File: src/prox_regs_pkg.sv
package prox_regs_pkg;

  // ---------------------------------------------------------------
  // Register byte addresses
  // ---------------------------------------------------------------
  localparam logic [7:0] OFS_PROX2_LOW     = 8'h13;
  localparam logic [7:0] OFS_PROX2_HIGH    = 8'h14;
  localparam logic [7:0] OFS_PROX3_LOW     = 8'h15;
  localparam logic [7:0] OFS_PROX3_HIGH    = 8'h16;
  localparam logic [7:0] OFS_PARAM_MAILBOX = 8'h17;
  localparam logic [7:0] OFS_COMMAND       = 8'h18;

  // ---------------------------------------------------------------
  // Reset values and channel codes
  // ---------------------------------------------------------------
  localparam logic [7:0] RESET_LOW     = 8'h00;
  localparam logic [7:0] RESET_HIGH    = 8'h00;
  localparam logic [7:0] RESET_PARAM   = 8'h00;
  localparam logic [7:0] RESET_COMMAND = 8'h00;
  localparam logic [7:0] READ_UNMAPPED = 8'h00;
  localparam logic [1:0] CHAN_TWO      = 2'h2;
  localparam logic [1:0] CHAN_THREE    = 2'h3;

  // ---------------------------------------------------------------
  // Carriers
  // ---------------------------------------------------------------
  typedef struct packed {
    logic        write;
    logic        read;
    logic [7:0]  addr;
    logic [7:0]  wdata;
  } reg_access_t;

  typedef struct packed {
    logic        valid;
    logic [1:0]  channel;
    logic [15:0] value;
  } measurement_t;

endpackage

File: src/prox_threshold_param_regs.sv
// What this block does
// - Channel two threshold compared to its results
// - Channel three threshold compared to its results
// - Channel two high byte at 0x14
// - Channel three bytes at 0x15, 0x16
// - Half-written threshold never reaches a comparison
// - Parameter mailbox byte at 0x17, reset zero
// - Channel two low byte at 0x13, reset zero
// - Commands delivered by writing 0x18
module prox_threshold_param_regs (
  input  wire logic                         clock,
  input  wire logic                         arst_n,
  input  wire prox_regs_pkg::reg_access_t   host,
  output logic [7:0]                        rd_data,
  output logic                              rd_valid,
  input  wire prox_regs_pkg::measurement_t  meas,
  output logic                              prox2_event,
  output logic                              prox3_event,
  output logic [15:0]                       prox2_active,
  output logic [15:0]                       prox3_active,
  output logic [7:0]                        param_value,
  output logic [7:0]                        command_code,
  output logic                              command_strobe
);

  // ---------------------------------------------------------------
  // Per-channel threshold storage
  // ---------------------------------------------------------------
  logic [7:0]  th_low    [2];
  logic [7:0]  th_high   [2];
  logic        pend_low  [2];
  logic        pend_high [2];
  logic        wr_low    [2];
  logic        wr_high   [2];
  logic        commit    [2];
  logic [15:0] active    [2];
  logic        over      [2];

  genvar g;
  generate
    for (g = 0; g < 2; g++) begin : g_chan
      localparam logic [7:0] LOW_ADDR  = (g == 0) ?
        prox_regs_pkg::OFS_PROX2_LOW : prox_regs_pkg::OFS_PROX3_LOW;
      localparam logic [7:0] HIGH_ADDR = (g == 0) ?
        prox_regs_pkg::OFS_PROX2_HIGH : prox_regs_pkg::OFS_PROX3_HIGH;
      localparam logic [1:0] CHAN      = (g == 0) ?
        prox_regs_pkg::CHAN_TWO : prox_regs_pkg::CHAN_THREE;

      // Byte write decode
      // byte address decode
      assign wr_low[g]  = host.write && (host.addr == LOW_ADDR);
      assign wr_high[g] = host.write && (host.addr == HIGH_ADDR);
      assign commit[g]  = (wr_low[g] && pend_high[g]) ||
                          (wr_high[g] && pend_low[g]);
      assign over[g]    = meas.valid && (meas.channel == CHAN) &&
                          (meas.value > active[g]);

      // Host-visible bytes and pending marks
      always_ff @(posedge clock or negedge arst_n) begin
        if (!arst_n) begin
          th_low[g]    <= prox_regs_pkg::RESET_LOW;
          th_high[g]   <= prox_regs_pkg::RESET_HIGH;
          pend_low[g]  <= 1'b0;
          pend_high[g] <= 1'b0;
        end else begin
          if (wr_low[g]) th_low[g] <= host.wdata;
          if (wr_high[g]) th_high[g] <= host.wdata;
          pend_low[g]  <= (wr_low[g] || pend_low[g]) && !commit[g];
          pend_high[g] <= (wr_high[g] || pend_high[g]) && !commit[g];
        end
      end

      // Committed threshold: a lone byte never reaches the comparator,
      // which closes the torn-value window at the cost of one extra
      // write when only one byte really changes.
      // atomic two-byte apply
      always_ff @(posedge clock or negedge arst_n) begin
        if (!arst_n) begin
          active[g] <= {prox_regs_pkg::RESET_HIGH, prox_regs_pkg::RESET_LOW};
        end else if (commit[g]) begin
          active[g] <= {wr_high[g] ? host.wdata : th_high[g],
                        wr_low[g] ? host.wdata : th_low[g]};
        end
      end
    end
  endgenerate

  // ---------------------------------------------------------------
  // Read decode
  // ---------------------------------------------------------------
  logic [7:0] rd_mux;
  logic       wr_param;
  logic       wr_cmd;

  assign rd_mux =
    (host.addr == prox_regs_pkg::OFS_PROX2_LOW)     ? th_low[0]    :
    (host.addr == prox_regs_pkg::OFS_PROX2_HIGH)    ? th_high[0]   :
    (host.addr == prox_regs_pkg::OFS_PROX3_LOW)     ? th_low[1]    :
    (host.addr == prox_regs_pkg::OFS_PROX3_HIGH)    ? th_high[1]   :
    (host.addr == prox_regs_pkg::OFS_PARAM_MAILBOX) ? param_value  :
    (host.addr == prox_regs_pkg::OFS_COMMAND)       ? command_code :
                                    prox_regs_pkg::READ_UNMAPPED;
  assign wr_param = host.write &&
                    (host.addr == prox_regs_pkg::OFS_PARAM_MAILBOX);
  assign wr_cmd   = host.write && (host.addr == prox_regs_pkg::OFS_COMMAND);

  // Registered read answer, one cycle after the request
  always_ff @(posedge clock or negedge arst_n) begin
    if (!arst_n) begin
      rd_data  <= prox_regs_pkg::READ_UNMAPPED;
      rd_valid <= 1'b0;
    end else begin
      rd_valid <= host.read;
      rd_data  <= host.read ? rd_mux : prox_regs_pkg::READ_UNMAPPED;
    end
  end

  // Parameter and command mailboxes
  // mailbox storage and strobe
  always_ff @(posedge clock or negedge arst_n) begin
    if (!arst_n) begin
      param_value    <= prox_regs_pkg::RESET_PARAM;
      command_code   <= prox_regs_pkg::RESET_COMMAND;
      command_strobe <= 1'b0;
    end else begin
      if (wr_param) param_value <= host.wdata;
      if (wr_cmd) command_code <= host.wdata;
      command_strobe <= wr_cmd;
    end
  end

  // Threshold events and committed values to the outside
  // registered crossing events
  always_ff @(posedge clock or negedge arst_n) begin
    if (!arst_n) begin
      prox2_event  <= 1'b0;
      prox3_event  <= 1'b0;
      prox2_active <= {prox_regs_pkg::RESET_HIGH, prox_regs_pkg::RESET_LOW};
      prox3_active <= {prox_regs_pkg::RESET_HIGH, prox_regs_pkg::RESET_LOW};
    end else begin
      prox2_event  <= over[0];
      prox3_event  <= over[1];
      prox2_active <= active[0];
      prox3_active <= active[1];
    end
  end
endmodule

File: config.mk
export PLATFORM = sky130hd
export DESIGN_NAME = prox_threshold_param_regs
export DESIGN_NICKNAME = d
export VERILOG_FILES = /design/src/prox_regs_pkg.sv /design/src/prox_threshold_param_regs.sv
export SDC_FILE = /design/constraint.sdc
export NUM_CORES = 1
export LEC_CHECK = 0
export BUFFER_PORTS_ARGS = -buffer_cell sky130_fd_sc_hd__buf_4
export CORE_MARGIN = 4
export CORE_UTILIZATION = 56
export CTS_BUF_LIST = sky130_fd_sc_hd__clkbuf_16
export DETAILED_ROUTE_END_ITERATION = 8
export GPL_TIMING_DRIVEN = 0
export PLACE_DENSITY = 0.91
export REMOVE_ABC_BUFFERS = 1
export SLEW_MARGIN = 20
export SYNTH_ARGS = -nofsm -noshare
export SYNTH_HDL_FRONTEND = slang
export SYNTH_SLANG_ARGS = --single-unit
File: constraint.sdc
create_clock -name clock -period 1.88 [get_ports clock]
set_input_delay 0.094 -clock clock [delete_from_list [all_inputs] [get_ports clock]]
set_output_delay 0.094 -clock clock [all_outputs]
set_load 0.02 [all_outputs]
==> results of run 1 <==
[kinds of logic after synthesis]
kind of cell,after synthesis
DFF,128
buffers and inverters,54
muxes,72
and+or+nand+nor,70
adders and majority gates,32
AOI/OAI and AO/OA,104
[critical path, cell delays in order (launching register included)]
cell	delay (ns)
dfrtp_1	0.36
inv_1	0.08
ha_1	0.30
nand4_1	0.14
nor4_2	0.39
o21ai_0	0.19
a31oi_1	0.26
[layout make-up]
| type | count | area, sq um | share of cell area |
|---|---|---|---|
| multi-input cells | 278 | 2300 | 0.315 |
| well taps | 133 | 166 | 0.0228 |
| repair buffers | 119 | 957 | 0.131 |
| flip-flops and latches | 128 | 3200 | 0.439 |
| clock inverters | 15 | 114 | 0.0156 |
| inverters | 37 | 139 | 0.0190 |
| clock buffers | 17 | 425 | 0.0583 |
[metal layers]
metal	wire, microns	GRT usage	up-vias
met5	0	0	-
li1	-	-	1934
met3	1180	0.0598	65
met4	694	0.144	0
met2	7690	0.466	276
met1	6110	0.358	2150
[stage by stage]
stage / TNS, ns / instance area [sq um]
floorplan: -60.04 / 5610
global placement: -147.63 / 6510
detailed placement: -31.13 / 6560
CTS: 0 / 7270
global route: 0 / 7300
finish: 0 / 7300
[repair_timing]
| action | CTS | global route |
|---|---|---|
| setup endpoints to repair | 32 | 16 |
| pin swaps | 3 | 2 |
| cloned | 0 | 0 |
| hold buffers | 12 | 0 |
| gates resized for setup | 1 | 3 |
| hold endpoints to repair | 95 | 0 |
| setup buffers | 4 | 3 |
[where the power goes]
group,internal (uW),switching [uW]
Sequential,2860,65.3
Combinational,259,358
Clock,1690,1300
[state kept, by name (all words and copies together), names as in the netlist]
name            flops
th_high            16
param_value         8
th_low             16
pend_high           2
command_code        8
prox2_active       16
prox3_event         1
pend_low            2
prox3_active       16
rd_valid            1
rd_data             8
command_strobe      1
prox2_event         1
active             32
[worst paths after layout]
check / cells after the start / from / to
worst max-delay path: 6 / active[29] / prox2_event
worst min-delay path: 2 / host[2] / param_value[2]
worst max register to register: 6 / active[29] / prox2_event
worst min register to register: 0 / active[30] / prox2_active[14]
max in group asynchronous: 3 / arst_n / th_high[6]
min in group asynchronous: 2 / arst_n / active[16]
[placed cells by master (no fill, tap or decap), types with 3 or more instances in the layout]
cell type      Yosys  layout
a211oi_1           3       3
a21oi_1           40      40
a311o_1            8       8
a31oi_1            9       9
and3_1             3       3
buf_4              0     103
clkbuf_16          0      17
clkinv_4           0       4
clkinvlp_4         0       4
dfrtp_1          128     128
dlygate4sd3_1      0      12
ha_1              32      32
inv_1             37      38
inv_6              0       4
mux2_2            63      63
mux2i_1            8       8
nand2_1           18      18
nand2b_1           3       3
nand3_1            3       3
nand4_1            8       8
nor2_1             6       6
nor2b_1            3       3
nor3_1            10      10
o21ai_0           14      13
o22ai_1           16      16
==> metrics.csv, run 1 <==
stage,metric,value,unit
finish,share of cells above drive strength 1,0.348,
critical_path,Critical Path AT,2.14,ns
die,Core Rows,36,
finish,Nets,652,
drt,via count,4425,
grt,largest net degree at the start of global routing,71,
pwr,Design Power,6530,uW
logic_synthesis,synth cell count leaders,"128 x dfrtp_1, 63 x mux2_2, 40 x a21oi_1, 37 x inv_1, 32 x ha_1",
logic_synthesis,adder-cell area share of the yosys netlist,0.0703,
finish,Final Util,0.744,
die,Initial Util,0.580,
clocking,H-tree depth,4,
logic_synthesis,part of the Yosys area used for sequential elements,0.562,
pwr,PD cells,894,nW/um^2
grt,initial antenna violation count,0,
timing,Slew HR,0.437,
logic_synthesis,largest area contributor in the netlist,dfrtp_1,
place,Place WS,-0.870,ns
logic_synthesis,"Distinct cells, synth",46,
logic_synthesis,synth warn,0,
drt,DRC viols,0,
logic_synthesis,Gate Count Post-Synth,460,
die,Die H,109,microns
finish,area grow syn2layout,28.2,%
logic_synthesis,post-synthesis mux area share,0.141,
critical_path,crit path capture type,flop,
drt,Antenna Nets Post-Route,0,
logic_synthesis,most common cell in the synthesized netlist,dfrtp_1,
place,IO buf count,98,
grt,vias in the first global route,4549,
clocking,clk slew on worst S/H paths,0.06,ns
logic_synthesis,largest family of logic cells by synthesized area,multiplexers,
logic_synthesis,"Avg Cell Area, Syn",12.4,sq um
critical_path,worst reg-to-reg setup slack,0.07,ns
logic_synthesis,Syn Std Cell Area,5700,sq um
logic_synthesis,register bit count reported by yosys,128,
die,die area,11800,sq um
grt,Congestion Overflow GR,0,
logic_synthesis,Main synth FF type,dfrtp_1,
timing,post-route clock period utilization,0.963,
grt,first-pass GRT wire length,24.8,mm
timing,fin crit period,1.81,ns
die,core area,9820,sq um
pwr,maximum vdd drop,0.000603,V
critical_path,critical path startpoint category,flop,
logic_synthesis,Synth Area in Compound Gates,0.114,
logic_synthesis,Synth Area in Simple Gates,0.0740,
place,Final HPWL DP,10.7,mm
timing,worst setup margin,0.0686,ns
clocking,total CTS buffers,17,
timing,RSZ-0062 raised after global routing,false,
clocking,Clock Latency Late Sink,0.42,ns
finish,FILL cells,624,
logic_synthesis,Post-synth EDFFs,0,
min_path,worst hold path type,input port to flop,
grt,Overall Global Routing Usage,0.284,
die,num ports,99,
finish,number of diodes,0,
job,max_cap viols,0,
timing,Final Max Slew Viols,0,
drt,Post-Route WL,15.7,mm
logic_synthesis,area share of the leading cell type in the synthesized netlist,0.562,
clocking,clk buf depth,2,
drt,vias per cell,6.09,
clocking,CTS root buffer,clkbuf_16,
drt,Routed WL per cell,21.6,microns
timing,Fin Hold WS,0.0164,ns
timing,fmax,0.552,GHz
pwr,Leak Pwr,0.00357,uW
place,GPL Wtd Cong,0.944,
outcome,status,completed,
critical_path,critical path class,flop to flop,
critical_path,CP Data Required Time,2.21,ns
drt,drt first-iter violations,430,
critical_path,peak fanout along the critical path,2,
timing,final setup vio count,0,
logic_synthesis,xor/xnor share of the synthesized area,0,
clocking,clk sinks,128,
timing,skew final,0.00591,ns
die,die width,109,microns
drt,DR pass1 iterations,5,
clocking,CTS tree,done,
finish,final cell count without fillers,727,
place,placed cells,676,
logic_synthesis,largest cells by area after synthesis,"dfrtp_1 56%, mux2_2 12%, ha_1 7.0%",
timing,endpoints failing hold,0,
logic_synthesis,asr flop ratio synth,1.00,
timing,worst-margin pin slew,0.843,ns
Power figures use the tool's default switching activity.
==> run 2, diff against run 1 <==
CORE_MARGIN = 2   (was 4)
RECOVER_POWER = 100   (was default)
==> run 2 against run 1 <==
  * Critical endpoint is now active[6]
  * Worst setup slack worse by 0.023 ns
  * Wire length rose by 2.0%
  * Final area is 3.6% lower
  * Flip-flop and latch count is the same
  * Critical path type unchanged
  * Clock-buffer cell count is the same
  * Clock power up 11%
==> metrics.csv, run 2 (synthesis results as in run 1) <==
stage,metric,value,unit,change
pwr,maximum vdd drop,0.000778,V,+29%
drt,vias per cell,6.13,,+0.65%
drt,Antenna Nets Post-Route,0,,unchanged
place,GPL Wtd Cong,0.877,,-7.1%
grt,largest net degree at the start of global routing,75,,+5.6%
critical_path,crit path capture type,flop,,
clocking,CTS tree,done,,
die,core area,9820,sq um,unchanged
critical_path,peak fanout along the critical path,18,,+16
clocking,H-tree depth,4,,unchanged
clocking,clk sinks,128,,unchanged
timing,final setup vio count,0,,unchanged
finish,number of diodes,0,,unchanged
min_path,worst hold path type,input port to flop,,
timing,Fin Hold WS,0.000611,ns,-0.0158 ns
timing,worst-margin pin slew,1.34,ns,+0.500 ns
clocking,clk buf depth,2,,unchanged
timing,Final Max Slew Viols,0,,unchanged
grt,Congestion Overflow GR,0,,unchanged
clocking,clk slew on worst S/H paths,0.06,ns,about the same
pwr,Design Power,6810,uW,+4.4%
finish,Nets,647,,-0.77%
finish,"commonest non-fill, non-tap cell in the layout",dfrtp_1,,
die,Die H,105,microns,-3.7%
drt,DR pass1 iterations,5,,unchanged
finish,FILL cells,706,,+13%
critical_path,Critical Path AT,2.13,ns,about the same
die,Core Rows,36,,unchanged
drt,drt first-iter violations,309,,-28%
place,IO buf count,98,,unchanged
die,die area,11000,sq um,-7.2%
grt,first-pass GRT wire length,24.9,mm,+0.47%
finish,Final Util,0.717,,-0.0268
clocking,Clock Latency Late Sink,0.42,ns,about the same
pwr,Leak Pwr,0.00332,uW,-7.0%
finish,share of cells above drive strength 1,0.240,,-0.109
grt,Overall Global Routing Usage,0.299,,+0.0149
critical_path,CP Data Required Time,2.17,ns,-0.04 ns
critical_path,critical path class,flop to flop,,
timing,fin crit period,1.83,ns,+0.0230 ns
finish,max FFs per register,32,,unchanged
finish,area grow syn2layout,23.6,%,
die,num ports,99,,unchanged
timing,fmax,0.545,GHz,-1.3%
drt,Routed WL per cell,22.2,microns,+2.9%
drt,via count,4417,,-0.18%
outcome,status,completed,,
finish,most frequent cells in the layout,"128 x dfrtp_1, 63 x clkbuf_1, 60 x mux2_2, 42 x buf_4, 40 x a21oi_1",,
timing,endpoints failing hold,0,,unchanged
drt,DRC viols,0,,unchanged
clocking,CTS root buffer,clkbuf_16,,
grt,initial antenna violation count,0,,unchanged
grt,vias in the first global route,4493,,-1.2%
timing,Setup TNS,0,ns,unchanged
timing,post-route clock period utilization,0.976,,+0.0122
pwr,PD cells,968,nW/um^2,+8.3%
die,Initial Util,0.580,,unchanged
timing,skew final,0.00885,ns,+0.00294 ns
drt,Post-Route WL,16.0,mm,+2.0%
place,Final HPWL DP,10.6,mm,-1.2%
place,placed cells,676,,unchanged
finish,final cell count without fillers,721,,-0.83%
clocking,total CTS buffers,17,,unchanged
die,die width,105,microns,-3.7%
timing,Slew HR,0.104,,-0.333
critical_path,critical path startpoint category,flop,,
finish,largest reg by FF count,active,,
job,max_cap viols,0,,unchanged
==> run 2: cell types whose count changed in the layout (fill, tap and decap cells not counted), moves of 3 or more <==
cell / change
clkbuf_1: +63
bufinv_16: +3
buf_4: -61
mux2_1: +3
mux2_2: -3
inv_6: -3
dlygate4sd3_1: -7
==> run 2: through the flow <==
step	area (sq um)	setup WS (ns)
after global placement	6510	-2.59
after global routing	7040	-0.0410
final	7040	0.0456
after detailed placement	6560	-0.854
after CTS	7260	0.00661
after floorplan	5610	-1.22
==> run 2: final timing paths <==
kind                             startpoint                to  slack [ns]  depth (start not counted)
min in group asynchronous            arst_n   prox2_active[9]        0.55                          2
worst min-delay path                host[1]         th_low[9]      0.0006                          2
worst max register to register  pend_low[0]         active[6]        0.05                          5
worst min register to register   active[31]  prox2_active[15]        0.37                          0
max in group asynchronous            arst_n         active[2]        0.29                          3
worst max-delay path            pend_low[0]         active[6]        0.05                          5
==> run 2: critical path, stage by stage (launching register included) <==
cell     delay, ns
dfrtp_1       0.36
and3b_1       0.16
a21oi_1       0.05
nor4_1        0.56
buf_12        0.24
mux2_2        0.35
==> run 2: final cells by class <==
class	count	area, sq um	share of cell area
Multi-Input combinational cell	278	2280	0.324
Clock inverter	14	169	0.0240
Inverter	37	139	0.0197
Clock buffer	17	425	0.0604
Timing Repair Buffer	114	654	0.0930
Sequential cell	128	3200	0.455
Tap cell	133	166	0.0236
==> run 2: repair_timing <==
| action | 4_1_cts | 5_1_grt |
|---|---|---|
| buffers inserted | 5 | 4 |
| cloned | 0 | 0 |
| hold endpoints to repair | 65 | 0 |
| pin swaps | 4 | 2 |
| gates resized for setup | 1 | 3 |
| hold buffers | 5 | 0 |
| endpoints found under the setup margin | 32 | 15 |
==> run 2: metal layers <==
layer,up-vias,GRT usage,share of wire
met4,0,0.119,0.034
met5,-,0,0
met1,2218,0.389,0.39
met3,45,0.0655,0.075
met2,250,0.491,0.50
li1,1904,-,-
==> run 2: report_power, final <==
part           switching (uW)  leakage [uW]  internal (uW)
Clock                    1250      0.000283           2070
Sequential               67.9       0.00161           2860
Combinational             351       0.00142            209
==> run 3, diff against run 2 <==
CORE_UTILIZATION = 34   (was 56)
PLACE_DENSITY = 0.64   (was 0.91)
==> run 3 against run 2 <==
  * Via count shrank 5.2%
  * Worst hold slack gained 0.015 ns
  * Wire length shrank 4.6%
  * Final area grew 1.3%
  * Critical path depth grew 1
  * Critical endpoint is now prox3_event
  * Largest cell class unchanged
==> metrics.csv, run 3 (synthesis results as in run 1) <==
stage,metric,value,unit,change
finish,final cell count without fillers,808,,+12%
critical_path,Critical R2R Launch,active[7],,
grt,largest net degree at the start of global routing,72,,-4.0%
critical_path,Critical Path AT,2.09,ns,-0.04 ns
die,Die H,133,microns,+27%
clocking,H-tree depth,4,,unchanged
timing,RSZ-0062 raised after global routing,false,,
clocking,Clock Latency Late Sink,0.41,ns,about the same
critical_path,crit path capture type,flop,,
die,die area,17800,sq um,+62%
grt,first-pass GRT wire length,24.1,mm,-3.3%
critical_path,worst reg-to-reg setup slack,0.09,ns,+0.04 ns
min_path,Hold Crit Depth,2,,unchanged
finish,largest reg by FF count,active,,
finish,area grow syn2layout,25.2,%,
finish,most frequent cells in the layout,"128 x dfrtp_1, 65 x clkbuf_1, 51 x mux2_2, 41 x buf_4, 40 x a21oi_1",,
finish,number of diodes,0,,unchanged
job,max_cap viols,0,,unchanged
finish,Nets,647,,unchanged
drt,Routed WL per cell,18.9,microns,-15%
finish,"commonest non-fill, non-tap cell in the layout",dfrtp_1,,
die,Core Rows,47,,+31%
timing,post-route clock period utilization,0.953,,-0.0228
die,num ports,99,,unchanged
clocking,CTS root buffer,clkbuf_16,,
place,GPL Wtd Cong,0.928,,+5.8%
place,placed cells,763,,+13%
timing,fmax,0.558,GHz,+2.4%
grt,vias in the first global route,4440,,-1.2%
timing,Setup TNS,0,ns,unchanged
grt,Overall Global Routing Usage,0.179,,-0.121
critical_path,critical path class,flop to flop,,
die,Initial Util,0.346,,-0.234
min_path,worst hold path type,input port to flop,,
clocking,clk sinks,128,,unchanged
clocking,clk buf depth,2,,unchanged
timing,Final Max Slew Viols,0,,unchanged
drt,via count,4187,,-5.2%
critical_path,critical path startpoint category,flop,,
pwr,Leak Pwr,0.00332,uW,about the same
outcome,status,completed,,
timing,final setup vio count,0,,unchanged
critical_path,FF-to-FF path depth,6,,+1
drt,drt first-iter violations,378,,+22%
critical_path,worst-path cell chain,inv_1 > ha_1 > a21oi_1 > o21ai_0 > a221o_1 > o31a_1,,
grt,initial antenna violation count,0,,unchanged
timing,Slew HR,0.342,,+0.238
clocking,clk slew on worst S/H paths,0.06,ns,about the same
clocking,CTS tree,done,,
drt,vias per cell,5.18,,-15%
pwr,maximum vdd drop,0.000646,V,-17%
drt,DR pass1 iterations,5,,unchanged
clocking,total CTS buffers,17,,unchanged
die,core area,16500,sq um,+68%
place,Final HPWL DP,11.0,mm,+4.4%
min_path,Hold Path Origin,host[0],,
die,die width,133,microns,+27%
timing,endpoints failing hold,0,,unchanged
timing,fin crit period,1.79,ns,-0.0428 ns
finish,max FFs per register,32,,unchanged
drt,Antenna Nets Post-Route,0,,unchanged
place,Place WS,-0.921,ns,-0.0666 ns
timing,worst setup margin,0.0884,ns,+0.0428 ns
timing,skew final,0.00625,ns,-0.00260 ns
drt,Post-Route WL,15.3,mm,-4.6%
critical_path,max incr delay on CP,0.40,ns,-0.16 ns
critical_path,worst r2r dst,prox3_event,,
pwr,PD cells,949,nW/um^2,-1.9%
timing,worst-margin pin slew,0.987,ns,-0.356 ns
place,IO buf count,98,,unchanged
min_path,Hold Path Sink,th_low[8],,
critical_path,CP Data Required Time,2.17,ns,about the same
pwr,Design Power,6770,uW,-0.64%
critical_path,peak fanout along the critical path,3,,-15
drt,DRC viols,0,,unchanged
finish,share of cells above drive strength 1,0.221,,-0.0187
critical_path,Crit-path slowest cell,dfrtp_1,,
grt,Congestion Overflow GR,0,,unchanged
run 3: metal layers:
layer | track usage | wire length, microns
met1 | 0.227 | 6460
met5 | 0 | 0
met4 | 0.0928 | 568
met2 | 0.284 | 7300
met3 | 0.0430 | 922
run 3: per-stage QoR:
step	instance area [sq um]	utilization	hold slack [ns]
finish	7130	0.433	0.0152
global route	7130	0.433	0.00147
CTS	7380	0.448	0.00157
detailed placement	6670	0.405	0.162
global placement	6620	0.402	0.288
floorplan	5610	-	-0.202
run 3: layout make-up:
| class | count | area (sq um) |
|---|---|---|
| Clock buffer | 17 | 425 |
| Clock inverter | 14 | 165 |
| Fill cell | 1589 | 9340 |
| Inverter | 37 | 139 |
| Multi-Input combinational cell | 278 | 2300 |
| Sequential cell | 128 | 3200 |
| Tap cell | 220 | 275 |
| Timing Repair Buffer | 114 | 626 |
run 3: repair_timing:
action / CTS / global route
pin swaps: 5 / 0
buffers inserted: 8 / 1
endpoints found under the setup margin: 32 / 27
gates cloned: 0 / 0
endpoints found under the hold margin: 82 / 0
gates resized for setup: 0 / 3
hold buffers: 5 / 0
run 3: worst max path at each step:
stage                    from  depth (start not counted)     endpoint  slack [ns]
CTS                 active[7]                          6  prox3_event        0.08
global route         host[17]                          6    active[2]        0.03
floorplan            host[15]                          4   active[16]       -1.22
global placement     host[15]                          5   active[16]       -2.36
finish              active[7]                          6  prox3_event        0.09
detailed placement   host[15]                          5   active[18]       -0.92
run 3: power by group:
| group | total (uW) | internal [uW] | switching [uW] |
|---|---|---|---|
| sequential | 2920 | 2860 | 63.3 |
| clock | 3310 | 2070 | 1240 |
| combinational | 537 | 202 | 334 |
| total | 6770 | 5130 | 1640 |
run 3: critical path: cells and delay by family (launching register included):
family / cells / cell delay [ns]
compound gates: 4 / 0.90
fa+ha+maj: 1 / 0.29
buf+inv: 1 / 0.09
flops: 1 / 0.40
